$ cat src/rtl/fpg_cfg.svh
// Offsets, field positions, reset values and sizes of the flash partition guard.
`ifndef FPG_CFG_SVH
`define FPG_CFG_SVH
`define FPG_ADDR_W         15
`define FPG_BOOT_START     15'h0000
`define FPG_STORE_SPAN     15'h0080
`define FPG_STORE_TOP_OFS  15'h007F
`define FPG_PFM_LAST       15'h1FFF
`define FPG_CFG_BASE       15'h7FF0
`define FPG_CFG_LAST       15'h7FFF
`define FPG_REG_STATUS     8'h00
`define FPG_REG_CLEAR      8'h04
`define FPG_REG_ENABLE     8'h08
`define FPG_REG_SETTINGS   8'h0C
`define FPG_REG_CONTROL    8'h10
`define FPG_BIT_WRITE_ERROR_FLAG      0
`define FPG_BIT_EXECV      1
`define FPG_BIT_CFGERR     2
`define FPG_BIT_EXECV_N    0
`define FPG_CONTROL_RST    1'b1
`define FPG_VIOL_RST_CYC   16
`endif

$ cat src/rtl/fpg_pkg.sv
// Types shared by the flash partition guard.
package fpg_pkg;
  typedef struct packed {
    logic       bootEnableN;
    logic       storageEnableN;
    logic [2:0] bootSize;
    logic       appWriteProtect;
    logic       bootWriteProtect;
    logic       configWriteProtect;
  } fpg_settings_t;

  typedef struct packed {
    logic        valid;
    logic [14:0] addr;
  } fpg_access_t;

  typedef enum logic [2:0] {
    FPG_REGION_APP   = 3'h1,
    FPG_REGION_BOOT  = 3'h2,
    FPG_REGION_STORE = 3'h4
  } fpg_region_t;

  typedef enum logic [2:0] {
    FPG_ST_LATCH = 3'h1,
    FPG_ST_RUN   = 3'h2,
    FPG_ST_VIOL  = 3'h4
  } fpg_state_t;
endpackage

$ cat src/rtl/flash_partition_guard.sv
// Flash partition guard: region decode, write protection and fetch checking.
//
// The implementer's own choices: the Wishbone slave port and the register addresses.
`include "fpg_cfg.svh"
module flash_partition_guard #(
  parameter int          ADDR_W      = `FPG_ADDR_W,
  parameter logic [14:0] PFM_LAST    = `FPG_PFM_LAST,
  parameter logic [14:0] CFG_BASE    = `FPG_CFG_BASE,
  parameter logic [14:0] CFG_LAST    = `FPG_CFG_LAST,
  parameter int          VIOL_CYC    = `FPG_VIOL_RST_CYC
) (
  input  wire logic                  core_clk,
  input  wire logic                  arst_n,
  input  wire fpg_pkg::fpg_settings_t cfgSettings,
  input  wire fpg_pkg::fpg_access_t   fetchReq,
  input  wire fpg_pkg::fpg_access_t   nvWriteReq,
  output logic                       nvWriteGrant,
  output logic                       execViolationReset,
  output logic                       settingsReady,
  input  wire logic                  wb_cyc_i,
  input  wire logic                  wb_stb_i,
  input  wire logic                  wb_we_i,
  input  wire logic [7:0]            wb_adr_i,
  input  wire logic [31:0]           wb_dat_i,
  input  wire logic [3:0]            wb_sel_i,
  output logic [31:0]                wb_dat_o,
  output logic                       wb_ack_o,
  output logic                       wb_err_o,
  output logic                       irq
);
  fpg_pkg::fpg_settings_t settings;
  fpg_pkg::fpg_state_t    state;
  logic [2:0]  status;
  logic [2:0]  irqEnable;
  logic        execViolationFlagN;
  logic [7:0]  violCount;

  // Boot block end for each size code; sizes are powers of two from 512 words.
  function automatic logic [14:0] boot_last(input logic [2:0] size);
    logic [14:0] words;
    words = 15'h0200 << size;
    return 15'(words - 15'h0001);
  endfunction

  // Region lookup used by the write check only; the fetch check decodes its own window.
  function automatic fpg_pkg::fpg_region_t region_of(
      input logic [14:0] a, input logic [14:0] bootEnd,
      input logic bootOn, input logic storeOn);
    fpg_pkg::fpg_region_t r;
    r = fpg_pkg::FPG_REGION_APP;
    if (bootOn && a <= bootEnd) begin
      r = fpg_pkg::FPG_REGION_BOOT;
    end else if (storeOn && a >= 15'(PFM_LAST - `FPG_STORE_TOP_OFS)) begin
      r = fpg_pkg::FPG_REGION_STORE;
    end
    return r;
  endfunction

  wire         bootOn   = ~settings.bootEnableN;
  wire         storeOn  = ~settings.storageEnableN;
  wire [14:0]  bootEnd  = boot_last(settings.bootSize);
  wire [14:0]  appStart = bootOn ? 15'(bootEnd + 15'h0001) : `FPG_BOOT_START;
  wire [14:0]  appEnd   = storeOn ? 15'(PFM_LAST - `FPG_STORE_SPAN) : PFM_LAST;
  wire         running  = (state == fpg_pkg::FPG_ST_RUN);

  wire fetchInPfm  = fetchReq.addr <= PFM_LAST;
  wire fetchInApp  = fetchInPfm && fetchReq.addr >= appStart && fetchReq.addr <= appEnd;
  wire fetchInBoot = bootOn && fetchReq.addr <= bootEnd;
  // Storage lies above appEnd, so it is in the legal fetch window only when a boot size code of 4 or more covers it.
  wire fetchLegal  = fetchInApp || fetchInBoot;
  wire fetchBad    = running && fetchReq.valid && !fetchLegal;

  fpg_pkg::fpg_region_t wrRegion;
  assign wrRegion = region_of(nvWriteReq.addr, bootEnd, bootOn, storeOn);
  wire wrIsCfg  = nvWriteReq.addr >= CFG_BASE && nvWriteReq.addr <= CFG_LAST;
  wire wrInPfm  = nvWriteReq.addr <= PFM_LAST;
  wire wrBlocked = wrIsCfg ? settings.configWriteProtect :
                   !wrInPfm ? 1'b1 :
                   (wrRegion == fpg_pkg::FPG_REGION_BOOT) ? settings.bootWriteProtect :
                   settings.appWriteProtect;
  // Storage region belongs to the application fuse as it lies in the same array.
  wire wrAttempt = running && nvWriteReq.valid;
  assign nvWriteGrant = wrAttempt && !wrBlocked;
  wire wrError   = wrAttempt && wrBlocked;

  // Bus decode.
  wire busReq    = wb_cyc_i && wb_stb_i && !wb_ack_o && !wb_err_o;
  wire hitStatus = wb_adr_i == `FPG_REG_STATUS;
  wire hitClear  = wb_adr_i == `FPG_REG_CLEAR;
  wire hitEnable = wb_adr_i == `FPG_REG_ENABLE;
  wire hitSet    = wb_adr_i == `FPG_REG_SETTINGS;
  wire hitCtrl   = wb_adr_i == `FPG_REG_CONTROL;
  wire hitAny    = hitStatus | hitClear | hitEnable | hitSet | hitCtrl;
  // Writes commit in the cycle in which ack stands, at the edge where the master samples it.
  wire wrLane0   = wb_cyc_i && wb_stb_i && wb_ack_o && wb_we_i && wb_sel_i[0];
  wire clearHit  = wrLane0 && hitClear;
  wire [2:0] clearMask = clearHit ? wb_dat_i[2:0] : 3'h0;
  wire [2:0] events;
  assign events[`FPG_BIT_WRITE_ERROR_FLAG]  = wrError;
  assign events[`FPG_BIT_EXECV]  = fetchBad;
  assign events[`FPG_BIT_CFGERR] = 1'b0;
  // Set wins over clear so an event in the clearing cycle survives.
  wire [2:0] next_status = (status & ~clearMask) | events;

  wire [31:0] rdData =
      hitStatus ? {29'h0, status} :
      hitEnable ? {29'h0, irqEnable} :
      hitSet    ? {24'h0, settings} :
      hitCtrl   ? {31'h0, execViolationFlagN} : 32'h0;

  assign irq = |(status & irqEnable);
  assign execViolationReset = (state == fpg_pkg::FPG_ST_VIOL);
  assign settingsReady = running;

  // Settings captured once on the first edge after reset release.
  always_ff @(posedge core_clk or negedge arst_n) begin
    if (!arst_n) begin
      settings <= '1;
    end else if (state == fpg_pkg::FPG_ST_LATCH) begin
      settings <= cfgSettings;
    end
  end

  // A violation holds the reset output for a fixed time, then resumes.
  always_ff @(posedge core_clk or negedge arst_n) begin
    if (!arst_n) begin
      state     <= fpg_pkg::FPG_ST_LATCH;
      violCount <= 8'h00;
    end else begin
      case (state)
        fpg_pkg::FPG_ST_LATCH: begin
          state <= fpg_pkg::FPG_ST_RUN;
        end
        fpg_pkg::FPG_ST_RUN: begin
          if (fetchBad) begin
            state     <= fpg_pkg::FPG_ST_VIOL;
            violCount <= 8'(VIOL_CYC - 1);
          end
        end
        fpg_pkg::FPG_ST_VIOL: begin
          if (violCount == 8'h00) begin
            state <= fpg_pkg::FPG_ST_RUN;
          end else begin
            violCount <= 8'(violCount - 8'h01);
          end
        end
        default: begin
          state <= fpg_pkg::FPG_ST_LATCH;
        end
      endcase
    end
  end

  // Active-low violation flag: cleared by the reset, set again by software.
  always_ff @(posedge core_clk or negedge arst_n) begin
    if (!arst_n) begin
      execViolationFlagN <= `FPG_CONTROL_RST;
    end else if (fetchBad) begin
      execViolationFlagN <= 1'b0;
    end else if (wrLane0 && hitCtrl && wb_dat_i[`FPG_BIT_EXECV_N]) begin
      execViolationFlagN <= 1'b1;
    end
  end

  always_ff @(posedge core_clk or negedge arst_n) begin
    if (!arst_n) begin
      status    <= 3'h0;
      irqEnable <= 3'h0;
    end else begin
      status <= next_status;
      if (wrLane0 && hitEnable) begin
        irqEnable <= wb_dat_i[2:0];
      end
    end
  end

  always_ff @(posedge core_clk or negedge arst_n) begin
    if (!arst_n) begin
      wb_ack_o <= 1'b0;
      wb_err_o <= 1'b0;
      wb_dat_o <= 32'h0;
    end else begin
      wb_ack_o <= busReq && hitAny;
      wb_err_o <= busReq && !hitAny;
      wb_dat_o <= (busReq && !wb_we_i) ? rdData : 32'h0;
    end
  end
endmodule

$ cat config.mk
export PLATFORM = sky130hd
export DESIGN_NAME = flash_partition_guard
export DESIGN_NICKNAME = d
export VERILOG_FILES = /design/src/rtl/fpg_pkg.sv /design/src/rtl/flash_partition_guard.sv
export VERILOG_INCLUDE_DIRS = /design/src /design/src/rtl
export SDC_FILE = /design/constraint.sdc
export NUM_CORES = 1
export LEC_CHECK = 0
export BUFFER_PORTS_ARGS = -buffer_cell sky130_fd_sc_hd__buf_2
export CORE_MARGIN = 10
export CORE_UTILIZATION = 44
export DETAILED_ROUTE_END_ITERATION = 7
export PLACE_DENSITY = 0.78
export SETUP_SLACK_MARGIN = 0.4
export SYNTH_ARGS = -nofsm -noshare
export SYNTH_HDL_FRONTEND = slang
export SYNTH_SLANG_ARGS = --single-unit
$ cat constraint.sdc
create_clock -name core_clk -period 4 [get_ports core_clk]
set_input_delay 1.2 -clock core_clk [delete_from_list [all_inputs] [get_ports core_clk]]
set_output_delay 1.2 -clock core_clk [all_outputs]
set_load 0.02 [all_outputs]
==> results of run 1 <==
-- routing by layer --
| metal | GRT usage, % | vias to the layer above |
|---|---|---|
| li1 | - | 1045 |
| met1 | 17.6 | 971 |
| met3 | 4.68 | 6 |
| met2 | 22.5 | 64 |
| met4 | 2.62 | 0 |
| met5 | 0 | - |
-- layout by cell type, fill, tap and decap left out, types with 9 or more instances in the layout --
cell type,n
a21oi_1,10
buf_2,65
conb_1,24
dfrtp_1,26
dfstp_2,10
ha_1,16
inv_1,10
mux2_2,9
nand2_1,27
nand3_1,13
nor2_1,19
nor3_1,13
o21ai_0,9
-- worst paths after layout --
path,startpoint,end,slack (ps),depth (start not counted)
worst max-delay path,nvWriteReq[14],nvWriteGrant,-20,9
worst max register to register,settings[5]$_DFFE_PN1N_,violCount[2]$_DFFE_PN0P_,1460,9
max in group asynchronous,arst_n,status[1]$_DFF_PN0_,2520,1
worst min register to register,violCount[1]$_DFFE_PN0P_,violCount[1]$_DFFE_PN0P_,530,1
worst min-delay path,violCount[1]$_DFFE_PN0P_,violCount[1]$_DFFE_PN0P_,530,1
min in group asynchronous,arst_n,violCount[0]$_DFFE_PN0P_,980,1
-- area by class of cell --
type / count / share of cell area [%]
clock buffer: 5 / 2.26
multi-input combinational: 210 / 48.9
clock inverter: 3 / 0.780
sequential: 36 / 30.0
timing repair buffer: 75 / 13.9
inverter: 10 / 1.23
tap: 72 / 2.96
-- state kept, by name (all words and copies together), names as in the netlist --
signal / flops
settings: 8
state: 3
violCount: 8
wb_ack_o: 1
status: 3
wb_err_o: 1
wb_dat_o: 8
irqEnable: 3
execViolationFlagN: 1
-- timing repair --
| action | in CTS | in global routing |
|---|---|---|
| cloned | 0 | 0 |
| buffers inserted | 1 | 0 |
| pin swaps | 7 | 3 |
| setup endpoints to repair | 1 | 1 |
| gates resized for setup | 14 | 2 |
-- cells by family after synthesis --
logic type,after synthesis
compound gates,45
xor+xnor,3
fa+ha+maj,21
buf+inv,38
flops,36
mux,13
other cells,1
simple gates,104
-- power groups by stage --
stage	registers (mW)	clock network, mW	logic, mW
finish	0.620	0.261	0.680
CTS	0.617	0.270	0.674
floorplan	0.578	0	0.511
detailed placement	0.620	0	0.644
global route	0.640	0.288	0.763
global placement	0.615	0	0.617
==> results.json, run 1 <==
{
  "status": "finished, violations left",
  "power.net_switching_uw": 625,
  "synth.avg_cell_area_sq_um": 9.36,
  "antenna_cells": 0,
  "synth_top_area_share_pct": 26.6,
  "synth_edf_count": 0,
  "highest_layer": "met4",
  "cts_hold_buf": 0,
  "synth_top_family_by_area": "simple AND/OR/NAND/NOR gates",
  "period_needed_ps": 4020,
  "synth.most_common_cell": "nand2_1",
  "power_frac_seq_pct": 39.7,
  "synthMuxAreaShare_pct": 5.84,
  "setup_tns_ps": -19.6,
  "synth_adder_area_share_pct": 10.8,
  "area_delta_synth_final_pct": 24.7,
  "hp-class": "flop to flop",
  "syn_inst": 261,
  "synthArstFlopShare_pct": 100,
  "critical_path.startpoint_type": "input port",
  "grt_antenna_before_repair": 0,
  "place_area_sq_mm": 0.00288,
  "ys_seq_elements": 36,
  "wl_met2_um": 2950,
  "rsz0062_at_grt": "yes",
  "cts_tree": "done",
  "finClkSkew_ps": 6.55,
  "htree_levels": 2,
  "slowest_stage": "mux2_4",
  "maxCapViolCount": 0,
  "clkPwrFrac_pct": 16.7,
  "rows": 27,
  "viasPerCell": 5.08,
  "grtUsageTotal_pct": 13.9,
  "comb_power_share_pct": 43.6,
  "cp_cell_sequence": "buf_6 -> ha_4 -> nand4_1 -> nor2_2 -> a2111oi_4 -> a41oi_2 -> mux2_4 -> o21ba_4 -> buf_6",
  "grt_pass1_vias": 2071,
  "grt_pass1_wl_um": 10100,
  "wire_per_inst_um": 15.0,
  "max_freq_ghz": 0.249,
  "cts.sinks": 36,
  "irDropWorstVdd_mv": 0.377,
  "p_int_uw": 937,
  "die-width_um": 94.5,
  "routedLengthMet1_um": 2740,
  "violations": "negative setup slack",
  "setup_violations": 1,
  "postLayoutCellArea_sq_mm": 0.00305,
  "ys_seq_area_share_pct": 37.4,
  "drive_gt1_share_pct": 36.6,
  "wirelength_um": 6170,
  "synth-compound-area-share_pct": 13.1,
  "cts_buffer_depth": 2,
  "die_h_um": 94.5,
  "globalplace.congestion": 0.807,
  "p_total_mw": 1.56,
  "path_clk_slew_ps": 80,
  "end_kind": "output port",
  "cp.arrival_ps": 2820,
  "dp_cells": 402,
  "synthDistinctLibCells": 53,
  "cts_inserted_buffers": 5,
  "ios": 127,
  "cp_num_buf_inv": 2,
  "maxSlewViolCount": 0,
  "synth_warnings": 0,
  "seqCellArea_sq_um": 913,
  "grt_max_degree": 37,
  "place_ws_ps": -121,
  "crit_fanout": 2,
  "synth_flop_cell": "dfrtp_1",
  "multi_input_area_sq_mm": 0.00149,
  "critPathMostFrequentCell": "buf_6",
  "path_class": "input port to output port",
  "nets": 448,
  "firstDrtPassIters": 4,
  "synth_xor_area_share_pct": 1.08,
  "postLayoutCoreUtil_pct": 56.0,
  "worstSkewPairLatency_ps": 290,
  "final-hold-violation-count": 0,
  "portBuffers": 70,
  "start_util_pct": 44.9,
  "synth_area_sq_mm": 0.00244,
  "nFillCells": 486,
  "synth_top_cell_by_area": "dfrtp_1",
  "fin_ws_ps": -19.6,
  "initialDrtViolationCount": 54,
  "vias": 2086,
  "fin_crit_sh_pct": 100,
  "grt_overflow": 0,
  "swShare_pct": 40.0,
  "required_ps": 2800,
  "worst_pin_slew_ps": 777,
  "hpwl_um": 5110,
  "p_per_area_mw_per_mm2": 512,
  "drcViolationCount": 0,
  "synth-simple-area-share_pct": 22.2,
  "cts_root_buf": "clkbuf_8",
  "cpPeakStageDelay_ps": 340,
  "ant_nets": 0,
  "ys_top_cells_by_count": "nand2_1 (27), dfrtp_1 (26), buf_4 (24)",
  "final_cells": 411,
  "core_sq_mm": 0.00544,
  "synthTopCellsByArea": "dfrtp_1 (27%), dfstp_2 (11%), ha_1 (11%)",
  "maxSlewHeadroom_pct": 48.2,
  "timing.hold.ws_ps": 528,
  "dr_wl_met3_um": 455,
  "cp_top_family": "compound AO/OA/AOI/OAI gates",
  "die_area_sq_mm": 0.00893,
  "p_leak_nw": 1.41
}
No activity file was read; power rests on OpenSTA's default activity.
==> inputs of run 2 (changes only) <==
- CORE_UTILIZATION: 44 -> 41
- PLACE_DENSITY: 0.78 -> 0.77
- clock period: 4 -> 3.6 ns (I/O delays scaled with it)
==> run 2 against run 1 <==
  * The run still ends with negative setup slack left
  * Worst setup slack worse by 150 ps
  * Die area grew 5.8%
  * Register-to-register slack worse by 490 ps
  * Wire length is 2.5% higher
  * Critical path depth unchanged
  * Total power is 14% higher
  * Sequential power increased by 9.7%
  * Critical endpoint unchanged
==> results.json, run 2 (synthesis gave the netlist of run 1 again) <==
{
  "cts.sinks": 36,
  "maxCapViolCount": 0,
  "seqCellArea_sq_um": 913,
  "rsz0062_at_grt": "yes",
  "critical_path.startpoint_type": "input port",
  "path_clk_slew_ps": 70,
  "viasPerCell": 5.04,
  "cp_cell_sequence": "buf_6 -> ha_4 -> nand4_1 -> nor2_2 -> a2111oi_4 -> a41oi_2 -> mux2_4 -> o21ba_4 -> buf_6",
  "path_class": "input port to output port",
  "grt_pass1_wl_um": 10500,
  "die-width_um": 97.2,
  "p_leak_nw": 1.45,
  "crit_fanout": 2,
  "cp_num_cells": 9,
  "setup_violations": 1,
  "wire_per_inst_um": 15.1,
  "die_h_um": 97.2,
  "cts_buffer_depth": 2,
  "globalplace.congestion": 0.848,
  "slowest_stage": "mux2_4",
  "critPathMostFrequentCell": "buf_6",
  "antenna_cells": 0,
  "multi_input_area_sq_mm": 0.00149,
  "fin_crit_sh_pct": 105,
  "r2r_slack_ps": 970,
  "area_delta_synth_final_pct": 26.9,
  "grt_pass1_vias": 2246,
  "nets": 454,
  "cpPeakStageDelay_ps": 340,
  "htree_levels": 2,
  "grt_overflow": 0,
  "setup_tns_ps": -173,
  "dp_cells": 409,
  "cp-endpoint": "nvWriteGrant",
  "cts_inserted_buffers": 5,
  "r2r_end": "violCount[3]$_DFFE_PN0P_",
  "ios": 127,
  "cts_hold_buf": 0,
  "end_kind": "output port",
  "maxSlewHeadroom_pct": 46.9,
  "period_needed_ps": 3770,
  "cp_top_family": "compound AO/OA/AOI/OAI gates",
  "cp.arrival_ps": 2690,
  "fin_ws_ps": -173,
  "grt_max_degree": 37,
  "die_area_sq_mm": 0.00945,
  "core_sq_mm": 0.00585,
  "worstSkewPairLatency_ps": 300,
  "layout_common_cells": "buf_2 (65), nand2_1 (27), dfrtp_1 (26), conb_1 (24), nor2_1 (19)",
  "wirelength_um": 6330,
  "hpwl_um": 5170,
  "grtUsageTotal_pct": 13.1,
  "violations": "negative setup slack",
  "cts_tree": "done",
  "cts_root_buf": "clkbuf_8",
  "hp-class": "flop to flop",
  "nFillCells": 548,
  "vias": 2118,
  "crit_start": "nvWriteReq[14]",
  "final_cells": 420,
  "max_freq_ghz": 0.265,
  "firstDrtPassIters": 4,
  "status": "finished, violations left",
  "r2r_cells": 10,
  "worst_pin_slew_ps": 796,
  "layout_commonest_cell": "buf_2",
  "portBuffers": 70,
  "drcViolationCount": 0,
  "top_regs": "settings: 8 flops, violCount: 8 flops, wb_dat_o: 8 flops",
  "grt_antenna_before_repair": 0,
  "start_util_pct": 41.8,
  "irDropWorstVdd_mv": 0.254,
  "p_per_area_mw_per_mm2": 576,
  "required_ps": 2520,
  "maxSlewViolCount": 0,
  "rr_startpoint": "settings[5]$_DFFE_PN1N_",
  "drive_gt1_share_pct": 37.4,
  "finClkSkew_ps": 9.66,
  "final-hold-violation-count": 0,
  "cp_num_buf_inv": 2,
  "rows": 28,
  "initialDrtViolationCount": 55,
  "ant_nets": 0
}
-- run 2: cell types whose count changed in the layout (fill, tap and decap cells not counted) --
| cell | before | now |
|---|---|---|
| clkbuf_8 | 5 | 6 |
| clkbuf_1 | 0 | 1 |
| clkinvlp_4 | 2 | 1 |
| clkinv_4 | 1 | 0 |
| buf_8 | 1 | 2 |
| buf_6 | 4 | 3 |
| buf_4 | 5 | 11 |
-- run 2: stage by stage --
stage / utilization [%] / power (mW) / hold WS (ps) / setup WS, ps / instance area, sq um
finish: 53.0 / 1.79 / 526 / -173 / 3100
global route: 53.0 / 1.93 / 547 / -232 / 3100
CTS: 52.7 / 1.77 / 523 / -209 / 3080
detailed placement: 49.8 / 1.42 / 510 / -269 / 2910
global placement: 49.8 / 1.38 / 498 / -284 / 2910
floorplan: - / 1.21 / 472 / 123 / 2610
-- run 2: how the worst min path moves through the flow --
stage	from	endpoint	slack (ps)	cells past startpoint
after floorplan	status[1]$_DFF_PN0_	status[1]$_DFF_PN0_	470	1
after global placement	status[1]$_DFF_PN0_	status[1]$_DFF_PN0_	500	1
after detailed placement	status[1]$_DFF_PN0_	status[1]$_DFF_PN0_	510	1
after CTS	state[2]$_DFFE_PN0P_	state[0]$_DFFE_PN1P_	520	1
after global routing	status[1]$_DFF_PN0_	status[1]$_DFF_PN0_	550	1
final	state[2]$_DFFE_PN0P_	state[0]$_DFFE_PN1P_	530	1
-- run 2: timing repair --
item,4_1_cts,5_1_grt
pin swaps,8,3
buffers inserted,1,2
gates resized for setup,17,1
endpoints found under the setup margin,1,1
-- run 2: layout make-up --
type	instances	share of cell area, %
tap	75	3.03
multi-input combinational	210	48.1
inverter	10	1.21
timing repair buffer	81	15.2
clock inverter	1	0.242
sequential	36	29.5
clock buffer	7	2.78
-- run 2: power by group --
group	internal [mW]	leakage [nW]	switching (mW)
Sequential	0.552	0.435	0.128
Clock	0.156	0.0445	0.155
Combinational	0.382	0.968	0.413
Total	1.09	1.45	0.696
-- run 2: metal layers --
layer,vias up,routed length (um),track usage (%)
met4,0,80,3.86
met3,12,405,4.41
met1,990,2760,15.2
met2,60,3090,22.1
met5,-,0,0
li1,1056,-,-
